### src/verilog/spi_flash_pkg.sv
`default_nettype none
package spi_flash_pkg;
	// clock
	localparam int unsigned CLK_PERIOD_NS = 10;

	// opcodes
	localparam logic [7:0] OP_WRITE_ENABLE = 8'h06;
	localparam logic [7:0] OP_ERASE_32K    = 8'h52;
	localparam logic [7:0] OP_ERASE_64K    = 8'hd8;
	localparam logic [7:0] OP_CHIP_ERASE_A = 8'h60;
	localparam logic [7:0] OP_CHIP_ERASE_B = 8'hc7;
	localparam logic [7:0] OP_POWER_DOWN   = 8'hb9;
	localparam logic [7:0] OP_RELEASE_ID   = 8'hab;

	// frame lengths in serial bits
	localparam logic [5:0] BITS_OPCODE = 6'd8;
	localparam logic [5:0] BITS_FRAME  = 6'd32;
	localparam logic [5:0] BITS_ID_END = 6'd39;

	// delays in ns and their cycle counts
	localparam int unsigned POWER_DOWN_ENTRY_DELAY_NS = 3000;
	localparam int unsigned RELEASE_DELAY_NS          = 3000;
	localparam int unsigned RELEASE_ID_DELAY_NS       = 5000;
	localparam int unsigned POWER_DOWN_ENTRY_CYCLES =
		(POWER_DOWN_ENTRY_DELAY_NS + CLK_PERIOD_NS - 1) / CLK_PERIOD_NS;
	localparam int unsigned RELEASE_CYCLES =
		(RELEASE_DELAY_NS + CLK_PERIOD_NS - 1) / CLK_PERIOD_NS;
	localparam int unsigned RELEASE_ID_CYCLES =
		(RELEASE_ID_DELAY_NS + CLK_PERIOD_NS - 1) / CLK_PERIOD_NS;

	// timer width and reset values
	localparam int unsigned TIMER_W = 24;
	localparam logic [7:0]  DEVICE_ID_RESET = 8'h5a; // arbitrary value

	typedef enum logic [1:0] {
		ERASE_NONE,
		ERASE_32K,
		ERASE_64K,
		ERASE_CHIP
	} erase_kind_type;

	// protected range of 64 KB blocks, top or bottom, complement inverts
	function automatic logic block_protected(
		input logic [23:0] addr,
		input logic [4:0]  bp,
		input logic        cmp
	);
		logic [7:0] span;
		logic [7:0] idx;
		logic       hit;
		span = (bp[2:0] == 3'd0) ? 8'd0 : (8'd1 << (bp[2:0] - 3'd1));
		idx  = {1'b0, addr[22:16]};
		hit  = bp[3] ? (idx < span) : (idx >= (8'd128 - span));
		return hit ^ cmp;
	endfunction

	function automatic logic chip_erase_ok(
		input logic [4:0] bp,
		input logic       cmp
	);
		return ((bp[2:0] == 3'd0) && !cmp) || ((bp[2:0] == 3'd7) && cmp);
	endfunction
endpackage
`default_nettype wire

### src/verilog/spi_link_if.sv
`default_nettype none
interface spi_link_if;
	logic cs_n;
	logic sclk;
	logic si;
	logic so;
	logic so_oe_n;

	modport device (
		input  cs_n,
		input  sclk,
		input  si,
		output so,
		output so_oe_n
	);

	modport host (
		output cs_n,
		output sclk,
		output si,
		input  so,
		input  so_oe_n
	);
endinterface
`default_nettype wire
### src/verilog/flash_erase_pd_dev.sv
`default_nettype none
// How it works
// - 52h plus three address bytes erases 32 KB
// - d8h plus three address bytes erases 64 KB
// - erase needs write enable latch already set
// - block erase only if exactly 32 bits
// - host keeps select low across whole command
// - select rise starts timed cycle, busy flag
// - latch cleared before erase cycle ends
// - protected block erase is ignored
// - chip erase only if exactly 8 bits
// - chip erase needs all-zero or all-one protection
// - powered down: only release command acts
// - power-down only if exactly 8 bits
// - power-down entered after entry delay
// - power-down rejected while cycle runs
// - idle deselect gives standby, reset gives standby
// - plain release waits release delay, no commands
// - release plus dummies streams id msb first
// - id-form release waits longer release delay
// - release ignored while busy
module flash_erase_pd_dev #(
	parameter int unsigned BLOCK_ERASE_CYCLES = 2000,
	parameter int unsigned CHIP_ERASE_CYCLES  = 4000,
	parameter logic [7:0]  DEVICE_ID          = 8'h5a // arbitrary value
) (
	input  wire logic                        sys_clk,
	input  wire logic                        srst,
	spi_link_if.device                       link,
	input  wire logic [4:0]                  block_protect_bits,
	input  wire logic                        protect_complement,
	output logic                             write_in_progress,
	output logic                             write_enable_latch,
	output logic                             in_power_down,
	output logic                             erase_start,
	output spi_flash_pkg::erase_kind_type    erase_kind,
	output logic [23:0]                      erase_addr
);
	import spi_flash_pkg::*;

	typedef enum {
		ST_STANDBY,
		ST_ERASE,
		ST_DP_ENTRY,
		ST_POWERED_DOWN,
		ST_RELEASE
	} dev_state_type;

	// ----------------------------------------------------------------
	// pin synchronisers
	// ----------------------------------------------------------------
	logic [2:0] meta_ff;
	logic [2:0] sync_ff;
	logic [2:0] prev_ff;

	always_ff @(posedge sys_clk)
	begin
		if (srst)
		begin
			meta_ff <= 3'h1;
			sync_ff <= 3'h1;
			prev_ff <= 3'h1;
		end
		else
		begin
			meta_ff <= {link.si, link.sclk, link.cs_n};
			sync_ff <= meta_ff;
			prev_ff <= sync_ff;
		end
	end

	logic cs_high;
	logic cs_rise;
	logic sclk_rise;
	logic sclk_fall;
	assign cs_high   = sync_ff[0];
	assign cs_rise   = sync_ff[0] & ~prev_ff[0];
	assign sclk_rise = sync_ff[1] & ~prev_ff[1] & ~sync_ff[0];
	assign sclk_fall = ~sync_ff[1] & prev_ff[1] & ~sync_ff[0];

	// ----------------------------------------------------------------
	// serial shifter and id output
	// ----------------------------------------------------------------
	logic [5:0]    bit_cnt_ff;
	logic [5:0]    nxt_bit_cnt;
	logic [31:0]   shift_ff;
	logic [31:0]   nxt_shift;
	logic          long_ff;
	logic          nxt_long;
	logic          so_ff;
	logic          nxt_so;
	logic          so_oe_n_ff;
	logic          nxt_so_oe_n;
	dev_state_type state_ff;
	logic          id_allowed;

	assign id_allowed = (shift_ff[31:24] == OP_RELEASE_ID)
		&& ((state_ff == ST_STANDBY) || (state_ff == ST_POWERED_DOWN));

	always_comb
	begin
		nxt_bit_cnt = bit_cnt_ff;
		nxt_shift   = shift_ff;
		nxt_long    = long_ff;
		nxt_so      = so_ff;
		nxt_so_oe_n = so_oe_n_ff;
		if (cs_high)
		begin
			nxt_bit_cnt = 6'd0;
			nxt_long    = 1'b0;
			nxt_so_oe_n = 1'b1;
		end
		else
		begin
			if (sclk_rise)
			begin
				if (bit_cnt_ff < BITS_FRAME)
					nxt_shift = {shift_ff[30:0], sync_ff[2]};
				if (bit_cnt_ff >= BITS_FRAME)
					nxt_long = 1'b1;
				if (bit_cnt_ff == BITS_ID_END)
					nxt_bit_cnt = BITS_FRAME;
				else
					nxt_bit_cnt = bit_cnt_ff + 6'd1;
			end
			if (sclk_fall && id_allowed && (bit_cnt_ff >= BITS_FRAME))
			begin
				nxt_so      = DEVICE_ID[3'd7 - bit_cnt_ff[2:0]];
				nxt_so_oe_n = 1'b0;
			end
		end
	end

	always_ff @(posedge sys_clk)
	begin
		if (srst)
		begin
			bit_cnt_ff <= 6'd0;
			shift_ff   <= 32'h0;
			long_ff    <= 1'b0;
			so_ff      <= 1'b0;
			so_oe_n_ff <= 1'b1;
		end
		else
		begin
			bit_cnt_ff <= nxt_bit_cnt;
			shift_ff   <= nxt_shift;
			long_ff    <= nxt_long;
			so_ff      <= nxt_so;
			so_oe_n_ff <= nxt_so_oe_n;
		end
	end

	assign link.so      = so_ff;
	assign link.so_oe_n = so_oe_n_ff;

	// ----------------------------------------------------------------
	// command decode and timed cycles
	// ----------------------------------------------------------------
	dev_state_type        nxt_state;
	logic [TIMER_W-1:0]   timer_ff;
	logic [TIMER_W-1:0]   nxt_timer;
	logic                 wel_ff;
	logic                 nxt_wel;
	logic                 start_ff;
	logic                 nxt_start;
	erase_kind_type       kind_ff;
	erase_kind_type       nxt_kind;
	logic [23:0]          addr_ff;
	logic [23:0]          nxt_addr;
	logic                 wip_ff;
	logic                 pd_ff;
	logic                 len8;
	logic                 len32;
	logic [7:0]           op8;
	logic [7:0]           op32;

	assign len8  = cs_rise && (bit_cnt_ff == BITS_OPCODE) && !long_ff;
	assign len32 = cs_rise && (bit_cnt_ff == BITS_FRAME) && !long_ff;
	assign op8   = shift_ff[7:0];
	assign op32  = shift_ff[31:24];

	always_comb
	begin
		nxt_state = state_ff;
		nxt_timer = timer_ff;
		nxt_wel   = wel_ff;
		nxt_start = 1'b0;
		nxt_kind  = kind_ff;
		nxt_addr  = addr_ff;
		if (timer_ff != '0)
			nxt_timer = timer_ff - 1'b1;
		case (state_ff)
			ST_STANDBY:
			begin
				if (len8 && (op8 == OP_WRITE_ENABLE))
					nxt_wel = 1'b1;
				if (len8 && wel_ff
					&& ((op8 == OP_CHIP_ERASE_A) || (op8 == OP_CHIP_ERASE_B))
					&& chip_erase_ok(block_protect_bits,
						protect_complement))
				begin
					nxt_state = ST_ERASE;
					nxt_timer = TIMER_W'(CHIP_ERASE_CYCLES);
					nxt_wel   = 1'b0;
					nxt_start = 1'b1;
					nxt_kind  = ERASE_CHIP;
					nxt_addr  = 24'h0;
				end
				if (len32 && wel_ff
					&& ((op32 == OP_ERASE_32K) || (op32 == OP_ERASE_64K))
					&& !block_protected(shift_ff[23:0], block_protect_bits,
						protect_complement))
				begin
					nxt_state = ST_ERASE;
					nxt_timer = TIMER_W'(BLOCK_ERASE_CYCLES);
					nxt_wel   = 1'b0;
					nxt_start = 1'b1;
					if (op32 == OP_ERASE_32K)
					begin
						nxt_kind = ERASE_32K;
						nxt_addr = {shift_ff[23:15], 15'h0};
					end
					else
					begin
						nxt_kind = ERASE_64K;
						nxt_addr = {shift_ff[23:16], 16'h0};
					end
				end
				if (len8 && (op8 == OP_POWER_DOWN))
				begin
					nxt_state = ST_DP_ENTRY;
					nxt_timer = TIMER_W'(POWER_DOWN_ENTRY_CYCLES);
				end
			end
			ST_ERASE:
			begin
				// power-down and release frames fall through unused
				if (timer_ff <= TIMER_W'(1))
					nxt_state = ST_STANDBY;
			end
			ST_DP_ENTRY:
			begin
				if (timer_ff <= TIMER_W'(1))
					nxt_state = ST_POWERED_DOWN;
			end
			ST_POWERED_DOWN:
			begin
				if (len8 && (op8 == OP_RELEASE_ID))
				begin
					nxt_state = ST_RELEASE;
					nxt_timer = TIMER_W'(RELEASE_CYCLES);
				end
				if (cs_rise && (bit_cnt_ff == BITS_FRAME || long_ff)
					&& (op32 == OP_RELEASE_ID))
				begin
					nxt_state = ST_RELEASE;
					nxt_timer = TIMER_W'(RELEASE_ID_CYCLES);
				end
			end
			ST_RELEASE:
			begin
				if (timer_ff <= TIMER_W'(1))
					nxt_state = ST_STANDBY;
			end
			default:
			begin
				nxt_state = ST_STANDBY;
			end
		endcase
	end

	always_ff @(posedge sys_clk)
	begin
		if (srst)
		begin
			state_ff <= ST_STANDBY;
			timer_ff <= '0;
			wel_ff   <= 1'b0;
			start_ff <= 1'b0;
			kind_ff  <= ERASE_NONE;
			addr_ff  <= 24'h0;
			wip_ff   <= 1'b0;
			pd_ff    <= 1'b0;
		end
		else
		begin
			state_ff <= nxt_state;
			timer_ff <= nxt_timer;
			wel_ff   <= nxt_wel;
			start_ff <= nxt_start;
			kind_ff  <= nxt_kind;
			addr_ff  <= nxt_addr;
			wip_ff   <= (nxt_state == ST_ERASE);
			pd_ff    <= (nxt_state == ST_POWERED_DOWN);
		end
	end

	assign write_in_progress  = wip_ff;
	assign write_enable_latch = wel_ff;
	assign in_power_down      = pd_ff;
	assign erase_start        = start_ff;
	assign erase_kind         = kind_ff;
	assign erase_addr         = addr_ff;
endmodule
`default_nettype wire

### src/flat_wrapper.sv
// flat-port wrapper written by rule: the top's interface ports become plain ports
module flash_erase_pd_dev_flat import spi_flash_pkg::*;
#(
	parameter int unsigned BLOCK_ERASE_CYCLES = 2000,
	parameter int unsigned CHIP_ERASE_CYCLES  = 4000,
	parameter logic [7:0]  DEVICE_ID          = 8'h5a                   
)
  (sys_clk, srst, block_protect_bits, protect_complement, write_in_progress, write_enable_latch, in_power_down, erase_start, erase_kind, erase_addr, link_cs_n, link_sclk, link_si, link_so, link_so_oe_n);
  spi_link_if link_i ();
  input  wire logic sys_clk;
  input  wire logic srst;
  input  wire logic [4:0] block_protect_bits;
  input  wire logic protect_complement;
  output logic write_in_progress;
  output logic write_enable_latch;
  output logic in_power_down;
  output logic erase_start;
  output spi_flash_pkg::erase_kind_type erase_kind;
  output logic [23:0] erase_addr;
  input wire logic [$bits(link_i.cs_n)-1:0] link_cs_n;
  input wire logic [$bits(link_i.sclk)-1:0] link_sclk;
  input wire logic [$bits(link_i.si)-1:0] link_si;
  output wire logic [$bits(link_i.so)-1:0] link_so;
  output wire logic [$bits(link_i.so_oe_n)-1:0] link_so_oe_n;
  assign link_i.cs_n = link_cs_n;
  assign link_i.sclk = link_sclk;
  assign link_i.si = link_si;
  assign link_so = link_i.so;
  assign link_so_oe_n = link_i.so_oe_n;
  flash_erase_pd_dev #(.BLOCK_ERASE_CYCLES(BLOCK_ERASE_CYCLES), .CHIP_ERASE_CYCLES(CHIP_ERASE_CYCLES), .DEVICE_ID(DEVICE_ID)) u_core (.sys_clk(sys_clk), .srst(srst), .link(link_i), .block_protect_bits(block_protect_bits), .protect_complement(protect_complement), .write_in_progress(write_in_progress), .write_enable_latch(write_enable_latch), .in_power_down(in_power_down), .erase_start(erase_start), .erase_kind(erase_kind), .erase_addr(erase_addr));
endmodule
### config.mk
export PLATFORM = sky130hd
export DESIGN_NAME = flash_erase_pd_dev_flat
export DESIGN_NICKNAME = d
export VERILOG_FILES = /design/src/verilog/spi_flash_pkg.sv /design/src/verilog/spi_link_if.sv /design/src/verilog/flash_erase_pd_dev.sv /design/src/flat_wrapper.sv
export SDC_FILE = /design/constraint.sdc
export NUM_CORES = 1
export LEC_CHECK = 0
export BUFFER_PORTS_ARGS = -buffer_cell sky130_fd_sc_hd__buf_2
export CORE_MARGIN = 3
export CORE_UTILIZATION = 25
export DETAILED_ROUTE_END_ITERATION = 8
export MAX_ROUTING_LAYER = met4
export PLACE_DENSITY_LB_ADDON = 0.12
export SETUP_SLACK_MARGIN = 0.02
export SLEW_MARGIN = 20
export SYNTH_ARGS = -nofsm -noshare
export SYNTH_HDL_FRONTEND = slang
export SYNTH_SLANG_ARGS = --single-unit
### constraint.sdc
create_clock -name sys_clk -period 4.5 [get_ports sys_clk]
set_clock_uncertainty 0.05 [all_clocks]
set_input_delay 0.9 -clock sys_clk [delete_from_list [all_inputs] [get_ports sys_clk]]
set_output_delay 0.9 -clock sys_clk [all_outputs]
set_load 0.02 [all_outputs]
==> flow_summary.ini <==
[logic_synthesis]
syn_inst = 600
synth_compound_area_share_pct = 12.3
synth_top_family_by_area = simple AND/OR/NAND/NOR gates
ys_seq_area_share_pct = 45.3
synth_adder_area_share_pct = 4.48
synth-edff-count = 0
muxShareOfSynthArea_pct = 0.778
async_reset_ff_share_pct = 0
yosys.area.top_type = dfxtp_1
synth_simple_gate_area_share_pct = 27.2
avgSynthCellArea_um2 = 8.85
ys.warnings.count = 0
ys.flop_type = dfxtp_1
synthXorXnorAreaFrac_pct = 4.62
synth_top_area_share_pct = 45.3
synth_area_leaders = dfxtp_1 45%, nand2_1 5.9%, ha_1 4.5%
syn_area_mm2 = 0.00531
synth.distinct_cells = 67
ys_ff_latch = 120

[sta]
hold_viol_final = 0
rsz0062_at_grt = no
min_period_over_period_pct = 85.7
slew_viol_final = 0
setup_viol = 0
period_minus_slack_ns = 3.86
tns_ns = 0
maxSlewHeadroom_pct = 49.2
worstMarginPinSlew_ns = 0.762
fmax_mhz = 259

[clocking]
clk_latency_ns = 0.42
cts_buffer_depth = 2
postCtsHoldBufs = 0
clkSinkCount = 120
cts_tree = done
clockRootBuffer = clkbuf_16
numCtsBuffers = 17
htree_levels = 4
clk_pin_slew_ns = 0.06
cts_resized = 0
postCtsSetupBuffers = 0

[worst_hold_path]
hp-class = flop to flop

[die]
ios = 43
core_mm2 = 0.0206
rows = 52
die_area_mm2 = 0.0230
die_h_um = 152
die_w_um = 152
start_util_pct = 25.8

[cells_and_area]
fin_nets = 683
synthToLayoutAreaGrowth_pct = 21.7
final_common_cell = dfxtp_1
final_cells = 936
layout-drive-gt1-share_pct = 13.5
final_cell_mix = 120 x dfxtp_1, 84 x nand2_1, 47 x a21oi_1, 44 x conb_1, 35 x nor3_1
fillers = 2174
antenna_cells = 0

[routing]
dr_wl_met2_um = 5350
drt-total-wl_um = 12400
ant_nets = 0
drtIter0Drc = 215
met1_length_um = 6400
highest_layer = met4
dr.pass1.iters = 6
wire_per_inst_um = 13.3
vias_per_cell = 4.50
route.vias.total = 4216
met3_length_um = 499
drcViolationCount = 0

[global_routing]
grt_pass1_vias = 4020
grt_max_degree = 49
antenna_found_initial = 0
grt_pass1_wl_um = 20500
globalRouteTotalUtil_pct = 11.8
grt-ovfl-total = 0

[run]
maxCapViolCount = 0

[worst_setup_path]
cp.arrival_ns = 4.08
start_kind = input port
crit_required_ns = 4.72
crit_fanout = 14
worstSetupPathType = input port to flop
end_kind = flop

[outcome]
outcome = finished, final reports clean

[placed_design]
finalWeightedCongestion = 0.813
io_buffer_count = 26
hpwlAfterDp_um = 8680
dp_cells = 904

[power_and_ir_drop]
peakVddDrop_uv = 250
p_leak_nw = 2.42
fin_total_pwr_mw = 3.69
power_density_mw_per_mm2 = 571
## where the power goes
group / internal (mW) / switching, mW
Sequential: 1.18 / 0.104
Clock: 1.07 / 0.510
Combinational: 0.371 / 0.453
## worst max-delay path, cell delays in order
cell,delay (ns)
buf_2,0.15
or3b_2,0.49
ha_1,0.27
xnor2_1,0.16
ha_1,0.21
a2111oi_0,0.41
o21ai_1,0.22
a211oi_2,0.30
nor3_1,0.10
buf_4,0.16
a21oi_2,0.59
nor3_1,0.11
## Yosys cell counts (all sizes together) (6+ instances only)
cell and instances:
a21oi 48, or4 8, inv 16, nor4 13
nand4 9, or2 8, nor2 34, o21ai 21
buf 21, nor2b 15, clkbuf 21, nand3 12
or3 6, xnor2 24, nor3 38, nand2 84
ha 19, nor3b 7, nand2b 7, dfxtp 120
## layer usage
layer,track usage (%),vias up
met5,-,-
met3,3.03,13
li1,-,2161
met2,17.3,75
met4,4.49,0
met1,15.5,1967
## cells by family after synthesis
group,after synthesis
XOR/XNOR,28
AO/OA/AOI/OAI,105
AND/OR/NAND/NOR,265
flip-flops,120
multiplexers,4
other,1
buffers and inverters,58
adder cells (fa/ha/maj),19
## through the flow
step	hold WS, ns	area (um^2)	setup slack [ns]	util [%]
6_report	0.362	6460	0.642	31.4
5_1_grt	0.376	6460	0.373	31.4
4_1_cts	0.365	6460	0.623	31.4
3_5_place_dp	0.351	5770	0.184	28.1
3_3_place_gp	0.349	5770	0.269	28.1
2_1_floorplan	0.339	5470	0.713	-
## state kept, by name, indices dropped and copies added, names as in the netlist
signal and count:
u_core.shift_ff 32, u_core.state_ff 32, u_core.timer_ff 24, u_core.erase_addr 9
u_core.bit_cnt_ff 6, u_core.meta_ff 3, u_core.sync_ff 3, u_core.erase_kind 2
u_core.prev_ff 2, u_core.erase_start 1, u_core.in_power_down 1, u_core.link.so 1
u_core.link.so_oe_n 1, u_core.long_ff 1, u_core.write_enable_latch 1, u_core.write_in_progress 1
## worst paths after layout
kind	endpoint	startpoint	cells past startpoint	slack [ns]
worst max register to register	u_core.timer_ff[13]$_SDFF_PP0_	u_core.bit_cnt_ff[0]$_SDFFE_PP0P_	10	1.48
worst max-delay path	u_core.timer_ff[13]$_SDFF_PP0_	block_protect_bits[1]	12	0.64
worst min-delay path	u_core.sync_ff[0]$_SDFF_PP1_	u_core.meta_ff[0]$_SDFF_PP1_	1	0.36
worst min register to register	u_core.sync_ff[0]$_SDFF_PP1_	u_core.meta_ff[0]$_SDFF_PP1_	1	0.36
## final cells by class
type	count	area (um^2)	share of cell area, %
inverter	16	60.1	0.930
clock buffer	19	453	7.01
sequential	120	2400	37.2
multi-input combinational	465	2790	43.1
clock inverter	13	239	3.70
timing repair buffer	33	183	2.83
tap	270	338	5.23
No activity file was read; power rests on OpenSTA's default activity.
